**src/logic/csau_consts.vh**
```
// Function
// - Live charger-enabled bit is enable control AND bias above lockout.
// - Charger phase code sits at bits 6:4; 000 standby, 010 prequalify.
// - Supply low bit 2, high 1, near-battery 0; low forced if disabled.
// - Bit 7 is boost on and output below OV-falling; reading has no effect.
// - Boost alert sets on activation edge; read clears until next activation.
// - Constant-voltage alert sets on entry to CV state; read clears it.
// - Charge-done alert sets on entry to done state; read clears it.
// - Supply alert held while any supply flag set; read clears only if none.
// - Thermal-limit alert held in reduced-current mode; read clears after end.
// - Thermal-shutdown alert held while engaged; read clears once ended.
// - Sink overcurrent alert held while sink at 3A or battery pin low.
// - Alert pin driven from OR of general status terms gated by mask bits.
// - A term joins the OR only when its mask bit is 1.
// - Mask resets with bit 7 at 1, bit 6 at 0; all bits read/write.
// - Both status registers are read-only; writes change nothing.
// - Serial bus access: address, register byte, data byte; combined read.
`ifndef CSAU_CONSTS_VH
`define CSAU_CONSTS_VH

`define CSAU_OFS_CHARGER     8'h01
`define CSAU_OFS_GENERAL     8'h02
`define CSAU_OFS_MASK        8'h03
`define CSAU_MASK_RESET      8'h80
`define CSAU_DEV_ADDR        7'h28
`define CSAU_PHASE_STANDBY   3'h0
`define CSAU_PHASE_PREQUAL   3'h2
`define CSAU_BIT_BOOST_LIVE  7
`define CSAU_BIT_BOOST_ALERT 6
`define CSAU_BIT_CV_ALERT    5
`define CSAU_BIT_DONE_ALERT  4
`define CSAU_BIT_SUPPLY      3
`define CSAU_BIT_THERM_LIM   2
`define CSAU_BIT_THERM_SD    1
`define CSAU_BIT_SINK_OC     0
`define CSAU_IN_WIDTH        16

`endif

```
**src/logic/csau_sync.v**
```verilog
`default_nettype none
module csau_sync #(
  parameter integer W  = 1,
  parameter [W-1:0] RV = {W{1'b0}}
) (
  input  wire         clk,   // Sampling clock
  input  wire         rst,   // Async reset, active high
  input  wire [W-1:0] d,     // Asynchronous inputs
  output reg  [W-1:0] q      // Synchronised outputs
);
  reg [W-1:0] meta_q;

  always @(posedge clk or posedge rst) begin
    if (rst) begin
      meta_q <= RV;
      q      <= RV;
    end else begin
      meta_q <= d;
      q      <= meta_q;
    end
  end
endmodule
`default_nettype wire

```
**src/logic/csau_top.v**
```verilog
`include "csau_consts.vh"
`default_nettype none
module csau_top #(
  parameter [6:0] DEV_ADDR = `CSAU_DEV_ADDR
) (
  input  wire       ref_clk,                // 10 MHz block clock
  input  wire       sys_rst,                // Async reset, active high
  input  wire       scl_pin,                // Serial clock pin level
  input  wire       sda_pin,                // Serial data pin level
  output reg        sda_drive,              // Serial data drive value
  output reg        sda_oe_n,               // Low while data pin driven
  input  wire       alert_pin_n,            // Alert pin level
  output reg        alert_out_n,            // Alert pin drive value
  output reg        alert_oe_n,             // Low while alert pin pulled
  input  wire       charge_enable_ctl,      // Charger enable control bit
  input  wire       bias_above_uvlo,        // Bias above lockout
  input  wire [2:0] charger_phase_code,     // Charger state code
  input  wire       supply_one_low,         // Supply-1 below 3.5V
  input  wire       supply_one_high,        // Supply-1 above 7.0V
  input  wire       supply_one_near_batt,   // Supply-1 below batt+100mV
  input  wire       boost_enable_ctl,       // Boost enable control bit
  input  wire       boost_below_ovf,        // Supply-2 below OV falling
  input  wire       charger_in_cv,          // Charger in fast-charge CV
  input  wire       charger_done,           // Charger in charge-done
  input  wire       thermal_limit,          // Reduced-current thermal mode
  input  wire       thermal_shutdown,       // Thermal protection engaged
  input  wire       sink_at_limit,          // Sink current reached 3A
  input  wire       battery_plus_uv         // Battery-plus undervoltage
);
  localparam [8:0] S_IDLE = 9'h001;
  localparam [8:0] S_ADDR = 9'h002;
  localparam [8:0] S_ACK  = 9'h004;
  localparam [8:0] S_WREG = 9'h008;
  localparam [8:0] S_DATA = 9'h010;
  localparam [8:0] S_READ = 9'h020;
  localparam [8:0] S_MACK = 9'h040;
  localparam [8:0] S_SKIP = 9'h080;
  localparam [8:0] S_RLD  = 9'h100;

  // Pin and analog inputs come from outside the clock domain
  wire [1:0] bus_s;
  wire [`CSAU_IN_WIDTH-1:0] in_s;

  csau_sync #(.W(2), .RV(2'h3)) u_bus_sync (
    .clk (ref_clk),
    .rst (sys_rst),
    .d   ({scl_pin, sda_pin}),
    .q   (bus_s)
  );

  csau_sync #(.W(`CSAU_IN_WIDTH)) u_in_sync (
    .clk (ref_clk),
    .rst (sys_rst),
    .d   ({charge_enable_ctl, bias_above_uvlo, charger_phase_code,
           supply_one_low, supply_one_high, supply_one_near_batt,
           boost_enable_ctl, boost_below_ovf, charger_in_cv,
           charger_done, thermal_limit, thermal_shutdown,
           sink_at_limit, battery_plus_uv}),
    .q   (in_s)
  );

  wire       charge_enable_ctl_s   = in_s[15];
  wire       bias_ok_s  = in_s[14];
  wire [2:0] phase_s    = in_s[13:11];
  wire       low_s      = in_s[10];
  wire       high_s     = in_s[9];
  wire       nearb_s    = in_s[8];
  wire       boost_enable_ctl_s   = in_s[7];
  wire       bst_blw_s  = in_s[6];
  wire       cv_s       = in_s[5];
  wire       done_s     = in_s[4];
  wire       tlim_s     = in_s[3];
  wire       tsd_s      = in_s[2];
  wire       sink_s     = in_s[1];
  wire       bplus_uv_s = in_s[0];

  wire scl_s = bus_s[1];
  wire sda_s = bus_s[0];

  // Charger status, all live
  wire       charger_active_live   = charge_enable_ctl_s & bias_ok_s;
  wire       supply_one_low_flag   = low_s | ~charge_enable_ctl_s;
  wire       supply_one_high_flag  = high_s;
  wire       supply_one_near_battery_flag = nearb_s;
  wire [7:0] charger_state_flags = {charger_active_live,
                                    phase_s,
                                    1'b0,
                                    supply_one_low_flag,
                                    supply_one_high_flag,
                                    supply_one_near_battery_flag};

  wire boost_live = boost_enable_ctl_s & bst_blw_s;
  wire sup_any    = supply_one_low_flag | supply_one_high_flag |
                    supply_one_near_battery_flag;
  wire soh_cond   = sink_s | bplus_uv_s;

  reg       boost_prev_q;
  reg       cv_prev_q;
  reg       done_prev_q;
  reg       boost_started_alert_q;
  reg       const_voltage_alert_q;
  reg       charge_done_alert_q;
  reg       supply_fault_alert_q;
  reg       thermal_limit_alert_q;
  reg       thermal_shutdown_alert_q;
  reg       sink_overcurrent_alert_q;
  reg       rd_clr_q;
  reg [7:0] rd_snap_q;
  reg [7:0] mask_q;

  // Only bits the host was shown are cleared; a later edge event is kept
  wire [7:0] rd_clr_bits = {8{rd_clr_q}} & rd_snap_q;

  wire [7:0] general_alert_flags = {boost_live,
                                    boost_started_alert_q,
                                    const_voltage_alert_q,
                                    charge_done_alert_q,
                                    supply_fault_alert_q,
                                    thermal_limit_alert_q,
                                    thermal_shutdown_alert_q,
                                    sink_overcurrent_alert_q};

  // Set terms are ORed last so an event in the clearing cycle survives
  always @(posedge ref_clk or posedge sys_rst) begin
    if (sys_rst) begin
      boost_prev_q             <= 1'b0;
      cv_prev_q                <= 1'b0;
      done_prev_q              <= 1'b0;
      boost_started_alert_q    <= 1'b0;
      const_voltage_alert_q    <= 1'b0;
      charge_done_alert_q      <= 1'b0;
      supply_fault_alert_q     <= 1'b0;
      thermal_limit_alert_q    <= 1'b0;
      thermal_shutdown_alert_q <= 1'b0;
      sink_overcurrent_alert_q <= 1'b0;
    end else begin
      boost_prev_q <= boost_live;
      cv_prev_q    <= cv_s;
      done_prev_q  <= done_s;
      boost_started_alert_q <= (boost_started_alert_q & ~rd_clr_bits[6]) |
                               (boost_live & ~boost_prev_q);
      const_voltage_alert_q <= (const_voltage_alert_q & ~rd_clr_bits[5]) |
                               (cv_s & ~cv_prev_q);
      charge_done_alert_q   <= (charge_done_alert_q & ~rd_clr_bits[4]) |
                               (done_s & ~done_prev_q);
      supply_fault_alert_q  <= (supply_fault_alert_q & ~rd_clr_bits[3]) |
                               sup_any;
      thermal_limit_alert_q <= (thermal_limit_alert_q & ~rd_clr_bits[2]) |
                               tlim_s;
      thermal_shutdown_alert_q <= (thermal_shutdown_alert_q &
                                   ~rd_clr_bits[1]) | tsd_s;
      sink_overcurrent_alert_q <= (sink_overcurrent_alert_q &
                                   ~rd_clr_bits[0]) | soh_cond;
    end
  end

  // Open-drain alert: value held low, enable carries the state
  always @(posedge ref_clk or posedge sys_rst) begin
    if (sys_rst) begin
      alert_out_n <= 1'b0;
      alert_oe_n  <= 1'b1;
    end else begin
      alert_out_n <= 1'b0;
      alert_oe_n  <= ~|(general_alert_flags & mask_q);
    end
  end

  // Serial slave
  reg       scl_p_q;
  reg       sda_p_q;
  reg [8:0] state_q;
  reg [8:0] ack_nxt_q;
  reg [3:0] cnt_q;
  reg [7:0] sh_q;
  reg [7:0] ptr_q;

  wire scl_rise = scl_s & ~scl_p_q;
  wire scl_fall = ~scl_s & scl_p_q;
  wire bus_start = scl_s & scl_p_q & sda_p_q & ~sda_s;
  wire bus_stop  = scl_s & scl_p_q & ~sda_p_q & sda_s;
  wire [7:0] sh_in = {sh_q[6:0], sda_s};

  reg [7:0] rd_data;
  always @* begin
    case (ptr_q)
      `CSAU_OFS_CHARGER: rd_data = charger_state_flags;
      `CSAU_OFS_GENERAL: rd_data = general_alert_flags;
      `CSAU_OFS_MASK:    rd_data = mask_q;
      default:           rd_data = 8'h00;
    endcase
  end

  always @(posedge ref_clk or posedge sys_rst) begin
    if (sys_rst) begin
      scl_p_q   <= 1'b1;
      sda_p_q   <= 1'b1;
      state_q   <= S_IDLE;
      ack_nxt_q <= S_IDLE;
      cnt_q     <= 4'h0;
      sh_q      <= 8'h00;
      ptr_q     <= 8'h00;
      rd_snap_q <= 8'h00;
      mask_q    <= `CSAU_MASK_RESET;
      sda_drive <= 1'b0;
      sda_oe_n  <= 1'b1;
      rd_clr_q  <= 1'b0;
    end else begin
      scl_p_q  <= scl_s;
      sda_p_q  <= sda_s;
      rd_clr_q <= 1'b0;
      sda_drive <= 1'b0;
      if (bus_stop) begin
        state_q  <= S_IDLE;
        sda_oe_n <= 1'b1;
      end else if (bus_start) begin
        state_q  <= S_ADDR;
        cnt_q    <= 4'h0;
        sda_oe_n <= 1'b1;
      end else begin
        case (state_q)
          S_IDLE, S_SKIP: begin
            sda_oe_n <= 1'b1;
          end
          S_ADDR, S_WREG, S_DATA: begin
            if (scl_rise) begin
              sh_q  <= sh_in;
              cnt_q <= cnt_q + 4'h1;
            end else if (scl_fall && cnt_q == 4'h8) begin
              cnt_q <= 4'h0;
              if (state_q == S_ADDR) begin
                if (sh_q[7:1] == DEV_ADDR) begin
                  state_q   <= S_ACK;
                  sda_oe_n  <= 1'b0;
                  ack_nxt_q <= sh_q[0] ? S_RLD : S_WREG;
                end else begin
                  state_q <= S_SKIP;
                end
              end else begin
                if (state_q == S_WREG) begin
                  ptr_q <= sh_q;
                end else if (ptr_q == `CSAU_OFS_MASK) begin
                  mask_q <= sh_q;
                end
                // Status registers ignore written data
                state_q   <= S_ACK;
                sda_oe_n  <= 1'b0;
                ack_nxt_q <= S_DATA;
              end
            end
          end
          S_ACK: begin
            if (scl_fall) begin
              if (ack_nxt_q == S_RLD) begin
                sh_q      <= rd_data;
                rd_snap_q <= rd_data;
                sda_oe_n <= rd_data[7];
                state_q  <= S_READ;
              end else begin
                sda_oe_n <= 1'b1;
                state_q  <= ack_nxt_q;
              end
            end
          end
          S_READ: begin
            if (scl_rise) begin
              cnt_q <= cnt_q + 4'h1;
            end else if (scl_fall) begin
              if (cnt_q == 4'h8) begin
                cnt_q    <= 4'h0;
                sda_oe_n <= 1'b1;
                state_q  <= S_MACK;
                if (ptr_q == `CSAU_OFS_GENERAL) begin
                  rd_clr_q <= 1'b1;
                end
              end else begin
                sh_q     <= {sh_q[6:0], 1'b0};
                sda_oe_n <= sh_q[6];
              end
            end
          end
          S_MACK: begin
            // Host acknowledge asks for the same register again
            if (scl_rise) begin
              state_q <= sda_s ? S_SKIP : S_RLD;
            end
          end
          S_RLD: begin
            if (scl_fall) begin
              sh_q      <= rd_data;
              rd_snap_q <= rd_data;
              sda_oe_n <= rd_data[7];
              state_q  <= S_READ;
            end
          end
          default: begin
            state_q  <= S_IDLE;
            sda_oe_n <= 1'b1;
          end
        endcase
      end
    end
  end
endmodule
`default_nettype wire

```
**config.mk**
```make
export PLATFORM = sky130hd
export DESIGN_NAME = csau_top
export DESIGN_NICKNAME = d
export VERILOG_FILES = /design/src/logic/csau_sync.v /design/src/logic/csau_top.v
export VERILOG_INCLUDE_DIRS = /design/src /design/src/logic
export SDC_FILE = /design/constraint.sdc
export NUM_CORES = 1
export LEC_CHECK = 0
export ABC_AREA = 1
export BUFFER_PORTS_ARGS = -buffer_cell sky130_fd_sc_hd__buf_2
export CAP_MARGIN = 0
export CORE_AREA = 10 10 99 101
export DETAILED_ROUTE_END_ITERATION = 7
export DIE_AREA = 0 0 109 111
export PLACE_DENSITY = 0.8
export SLEW_MARGIN = 20
export SYNTH_ARGS = -nofsm -noshare
export SYNTH_HDL_FRONTEND = slang
export SYNTH_SLANG_ARGS = --single-unit
```
**constraint.sdc**
```tcl
create_clock -name ref_clk -period 7.8 [get_ports ref_clk]
set_input_delay 1.17 -clock ref_clk [delete_from_list [all_inputs] [get_ports ref_clk]]
set_output_delay 1.17 -clock ref_clk [all_outputs]
set_load 0.01 [all_outputs]
```
# After elaboration in Yosys (flattened, before gate mapping)
# Index checks and enable logic that the tools add are counted.
# op_classes
n_addsub,1
eq_ne,37
muxes,55
bitwise,52
n_reduce_logical,16
# op_table
op,n
9-bit 2-to-1 mux,16
8-bit 2-to-1 mux,8
9-bit case mux with 6 select lines,1
4-bit != test (second input constant),11
8-bit case mux with 4 select lines,1
4-bit 2-to-1 mux,6
8-bit case mux with 3 select lines,1
1-bit NOT,20
1-bit AND,19
1-bit 2-to-1 mux,19
9-bit equality test (second input constant),2
8-bit by 2-bit equality test with 1-bit output (second input constant),2
8-bit AND reduction,2
2-bit != test (second input constant),7
7-bit case mux with 2 select lines,1
6-bit AND reduction,2
1-bit OR,11
10-bit AND reduction,1
9-bit by 1-bit equality test with 1-bit output (second input constant),1
9-bit by 2-bit equality test with 1-bit output (second input constant),1
9-bit by 3-bit equality test with 1-bit output (second input constant),1
9-bit by 4-bit equality test with 1-bit output (second input constant),1
9-bit by 5-bit equality test with 1-bit output (second input constant),1
9-bit by 6-bit equality test with 1-bit output (second input constant),1
24 further kinds,25
# word_totals
reg_bits,104
input_bits,21
output_inout_bits,4
word_cells,187

# Depth between registers and ports, before layout
# logic_depth
word_depth,8
depth_mapped,14
mapped_depth_nobuf,13

# Modules after synthesis
# A second synthesis with hierarchy kept.
# hier_totals
cells_unflattened,533
area_unflattened_um2,4645.7
# by_module_without_submodules
module,instances,cells_each,area_per_inst_um2,seq_area_each_um2
csau_top,1,495,3732.3,1585.3
csau_sync (u_in_sync),1,33,804.5,800.8
csau_sync (u_bus_sync),1,5,108.9,105.1

# Worst setup path before layout
# No wires, ideal clock.
# synth_path
path_type,register to register
start,register scl_p_q
end,register sh_q[1]
setup_time_ps,115
arrival_ps,1743
required_time_ps,7685
setup_slack_ps,5942
stages_incl_launch_ff,10
n_path_buf,1
synth_period_minus_slack_ps,1858
path_cell_list,dfstp_2 -> inv_1 -> ha_1 -> o31ai_1 -> nand3_4 -> nor2_8 -> buf_12 -> nand2_2 -> o21ai_2 -> inv_2
# synth_between
elab_chain_len,5
word_cells_on_any_way,16
classes_between,5 x eq/ne; 10 x bitwise; 1 x reduce/logical
# synth_lines
item,line,source
"start, declared",csau_top.v:169,reg scl_p_q;
"start signal, assigned",csau_top.v:208,scl_p_q <= scl_s;
1-bit AND,"csau_top.v:179, csau_top.v:180",
1-bit AND (on tied branches) (2 in a row),"csau_top.v:180, csau_top.v:179",
1-bit NOT (no line),n/a,
10-bit AND reduction (no line) *,n/a,
"end signal, assigned",csau_top.v:226,sh_q <= sh_in;
"end signal, assigned",csau_top.v:254,sh_q <= rd_data;
"end signal, assigned",csau_top.v:276,"sh_q <= {sh_q[6:0], 1'b0};"
"end, declared",csau_top.v:174,reg [7:0] sh_q;
# Mark *: on every way between the ends. The rest lies on a longest branch, timed or not.
# A chain may end at the register's enable or synchronous reset.

# Final worst setup path
# layout_path
start,register sda_oe_n
end,output port sda_oe_n
# layout_lines
item,line,source
"start, declared",csau_top.v:11,"output reg sda_oe_n,"
"start signal, assigned",csau_top.v:256,sda_oe_n <= rd_data[7];
"start signal, assigned",csau_top.v:277,sda_oe_n <= sh_q[6];
"start signal, assigned",csau_top.v:291,sda_oe_n <= rd_data[7];
# No word-level cell between the ends.

==> metrics.md <==
| Metric | Value |
|---|---|
| Worst reg2reg endpoint | `ptr_q[4]` |
| Worst skew pair latency | `0.37 ns` |
| Row count | `33` |
| Ys async rst share | `1.00` |
| Synthesized flop and latch total | `99` |
| Critical Path AT | `1.03 ns` |
| Final net count | `572` |
| Dpl hpwl | `6890 um` |
| Starting Density | `0.588` |
| I/O pin cnt | `25` |
| Synth Flop Type | `dfrtp_1` |
| Design area | `0.00506 mm^2` |
| Placement Cell Area | `0.00487 mm^2` |
| Top sig layer | `met4` |
| RD Place Congestion | `0.897` |
| CP max stage cell | `dfstp_2` |
| Htree depth | `3` |
| Worst-margin pin slew | `0.810 ns` |
| Postcts setup bufs | `0` |
| Routed length on met1 | `4170 um` |
| Mapped Cells | `519` |
| Tcrit/Tclk final | `0.283` |
| Hold buffers post-CTS | `0` |
| Largest net degree at the start of global routing | `69` |
| Peak VDD IR | `0.153 mV` |
| Routed Antenna Nets | `0` |
| Crit-path max FO | `2` |
| Sequential area share after synthesis | `0.532` |
| Pre-Repair DR Iteration Count | `8` |
| Port Buffer Count | `21` |
| Number of global-route vias before repair | `3393` |
| Post-synth EDFFs | `0` |
| Hold depth | `0` |
| PwrDens | `252 mW/mm^2` |
| Antenna violations before repair | `0` |
| Post-Route WL | `9200 um` |
| First-pass GRT wire length | `15500 um` |
| Hold Path Sink | `u_in_sync.q[7]` |
| Critical-path cell list | `buf_2` |
| Crit. End Element | `output port` |
| Worst-path clk slew | `0.09 ns` |
| Mean area per synthesized cell | `9.03 um^2` |
| Root buf cell | `clkbuf_8` |
| CP startpoint kind | `register` |
| Final slew viol count | `0` |
| # setup viols final | `0` |
| Status | `completed` |
| Residual DRC | `0` |
| Post-synth top cells | `114 x nand2_1, 88 x dfrtp_1, 62 x inv_1, 49 x nor2_1, 37 x nand3_1` |
| Area Overhead vs Synth | `7.96%` |
| Max-cap check violation count | `0` |
| Power Total | `1.28 mW` |
| Reg-to-reg slack, setup | `5.61 ns` |
| Via/cell ratio | `5.32` |
| Core area | `0.00797 mm^2` |
| Final Skew | `0.0119 ns` |
| Hold Crit Class | `reg2reg` |
| GR Util All Layers | `0.158` |
| Worst reg2reg path depth | `8` |
| Reg-to-Reg Start | `scl_p_q` |
| Total CTS buffers | `9` |
| Relative slew slack | `0.460` |
| Worst EP required | `6.63 ns` |
| Post-cts resize count | `0` |
| CTS Sinks | `99` |
| Setup TNS | `0 ns` |
| CTS Buffer Depth | `2` |
| Met2 wire length | `4430 um` |
| Via count | `3488` |
| Top-area cell type share of the netlist area | `0.470` |
| Worst path top cell family by delay | `flip-flops` |
| Ant diodes | `0` |
| Cell variety after synth | `39` |
| Cell Area, Synth | `0.00468 mm^2` |
| Count leader, synth | `nand2_1` |
| Share of cells above drive strength 1 | `0.234` |
| Buffers & Inverters on Critical Path | `1` |
| DR WL/cell | `14.0 um` |
| Die ar. | `0.0121 mm^2` |
| Hold Crit Start | `u_in_sync.meta_q[7]` |
| Met3 wire length | `429 um` |
| Hold Vio Cnt, Final | `0` |
| Synth top area cells | `dfrtp_1 47%, nand2_1 9.1%, dfstp_2 6.2%, inv_1 5.0%, nand3_1 4.0%` |
| Area leader, netlist | `dfrtp_1` |
| CP peak stage delay | `0.54 ns` |
| DR iter-0 viols | `208` |
| Chip width | `109 um` |
| Chip Height | `111 um` |
| Lkg Pwr | `2.45 nW` |
| Grt ovf | `0` |
| Fmax | `454 MHz` |
| Ys Warns | `0` |
| Util after Layout | `0.635` |
| Unrepaired setup endpoints after global routing | `false` |
| Min Tclk post-route | `2.20 ns` |
| CTS tree | `yes` |
| WS Path Type | `reg2out` |
-- worst max path at each step --
stage	startpoint	end	slack, ns	depth (start not counted)
floorplan	sys_rst	ack_nxt_q[3]	4.06	1
global route	scl_p_q	ptr_q[7]	5.41	7
CTS	sda_oe_n	sda_oe_n	5.58	1
detailed placement	sys_rst	ptr_q[5]	5.38	3
global placement	sys_rst	ptr_q[4]	5.44	3
finish	sda_oe_n	sda_oe_n	5.60	1
-- per-layer routing --
layer  vias up  GRT usage
met2       109      0.247
met1      1662      0.208
met4         0     0.0642
met5         -          0
li1       1701          -
met3        16     0.0320
-- sequential cells by signal (all words and copies together), names as in the netlist, 2 cells and up --
| signal | count |
|---|---|
| ack_nxt_q | 4 |
| cnt_q | 4 |
| mask_q | 8 |
| ptr_q | 8 |
| rd_snap_q | 7 |
| sh_q | 8 |
| state_q | 9 |
| u_bus_sync.meta_q | 2 |
| u_bus_sync.q | 2 |
| u_in_sync.meta_q | 16 |
| u_in_sync.q | 16 |
-- where the power goes --
part	internal, mW	switching (mW)	leakage [nW]
Sequential	0.569	0.0466	1.20
Combinational	0.115	0.229	1.16
Clock	0.129	0.186	0.0889
-- metrics by stage --
| step | hold slack [ns] | instances | setup WS (ns) |
|---|---|---|---|
| after global routing | 0.363 | 656 | 5.41 |
| after floorplan | 0.331 | 520 | 4.06 |
| after detailed placement | 0.335 | 640 | 5.38 |
| final | 0.354 | 656 | 5.60 |
| after CTS | 0.357 | 656 | 5.58 |
| after global placement | 0.331 | 640 | 5.44 |
-- area by class of cell --
class / instances / area [um^2]
Clock inverter: 5 / 48.8
Clock buffer: 11 / 141
Multi-Input combinational cell: 336 / 1840
Inverter: 78 / 295
Sequential cell: 99 / 2490
Tap cell: 105 / 131
Fill cell: 640 / 2910
Timing Repair Buffer: 22 / 113
-- layout by cell type (no fill, tap or decap), types with 2 or more instances in the layout --
master | synthesis | routed
nand2_1 | 114 | 114
dfrtp_1 | 88 | 88
inv_1 | 62 | 61
nor2_1 | 49 | 49
nand3_1 | 37 | 37
buf_2 | 2 | 21
o21ai_0 | 20 | 20
inv_2 | 16 | 16
nor2_2 | 12 | 12
a21oi_1 | 12 | 12
dfstp_2 | 11 | 11
nand3_2 | 10 | 10
nand2_2 | 10 | 10
o21ai_1 | 10 | 10
clkbuf_8 | 0 | 10
nand2_4 | 9 | 9
nand4_1 | 8 | 8
a21oi_2 | 8 | 8
o21ai_2 | 5 | 5
ha_1 | 5 | 5
nor3_1 | 4 | 4
nand3_4 | 3 | 3
nor2_8 | 2 | 2
nor3_2 | 2 | 2
a21o_1 | 2 | 2
o22ai_1 | 2 | 2
conb_1 | 1 | 2
clkinvlp_4 | 0 | 2
-- kinds of logic after synthesis --
| kind of cell | Yosys count | synth area share |
|---|---|---|
| and+or+nand+nor | 265 | 0.292 |
| DFF | 99 | 0.532 |
| xor gates and xnor gates | 1 | 0.00187 |
| AOI/OAI and AO/OA | 63 | 0.0836 |
| buffers and inverters | 85 | 0.0769 |
| adders and majority gates | 5 | 0.0134 |
| other | 1 | 0.000801 |
Note: power is estimated with default switching activity, not from simulation.
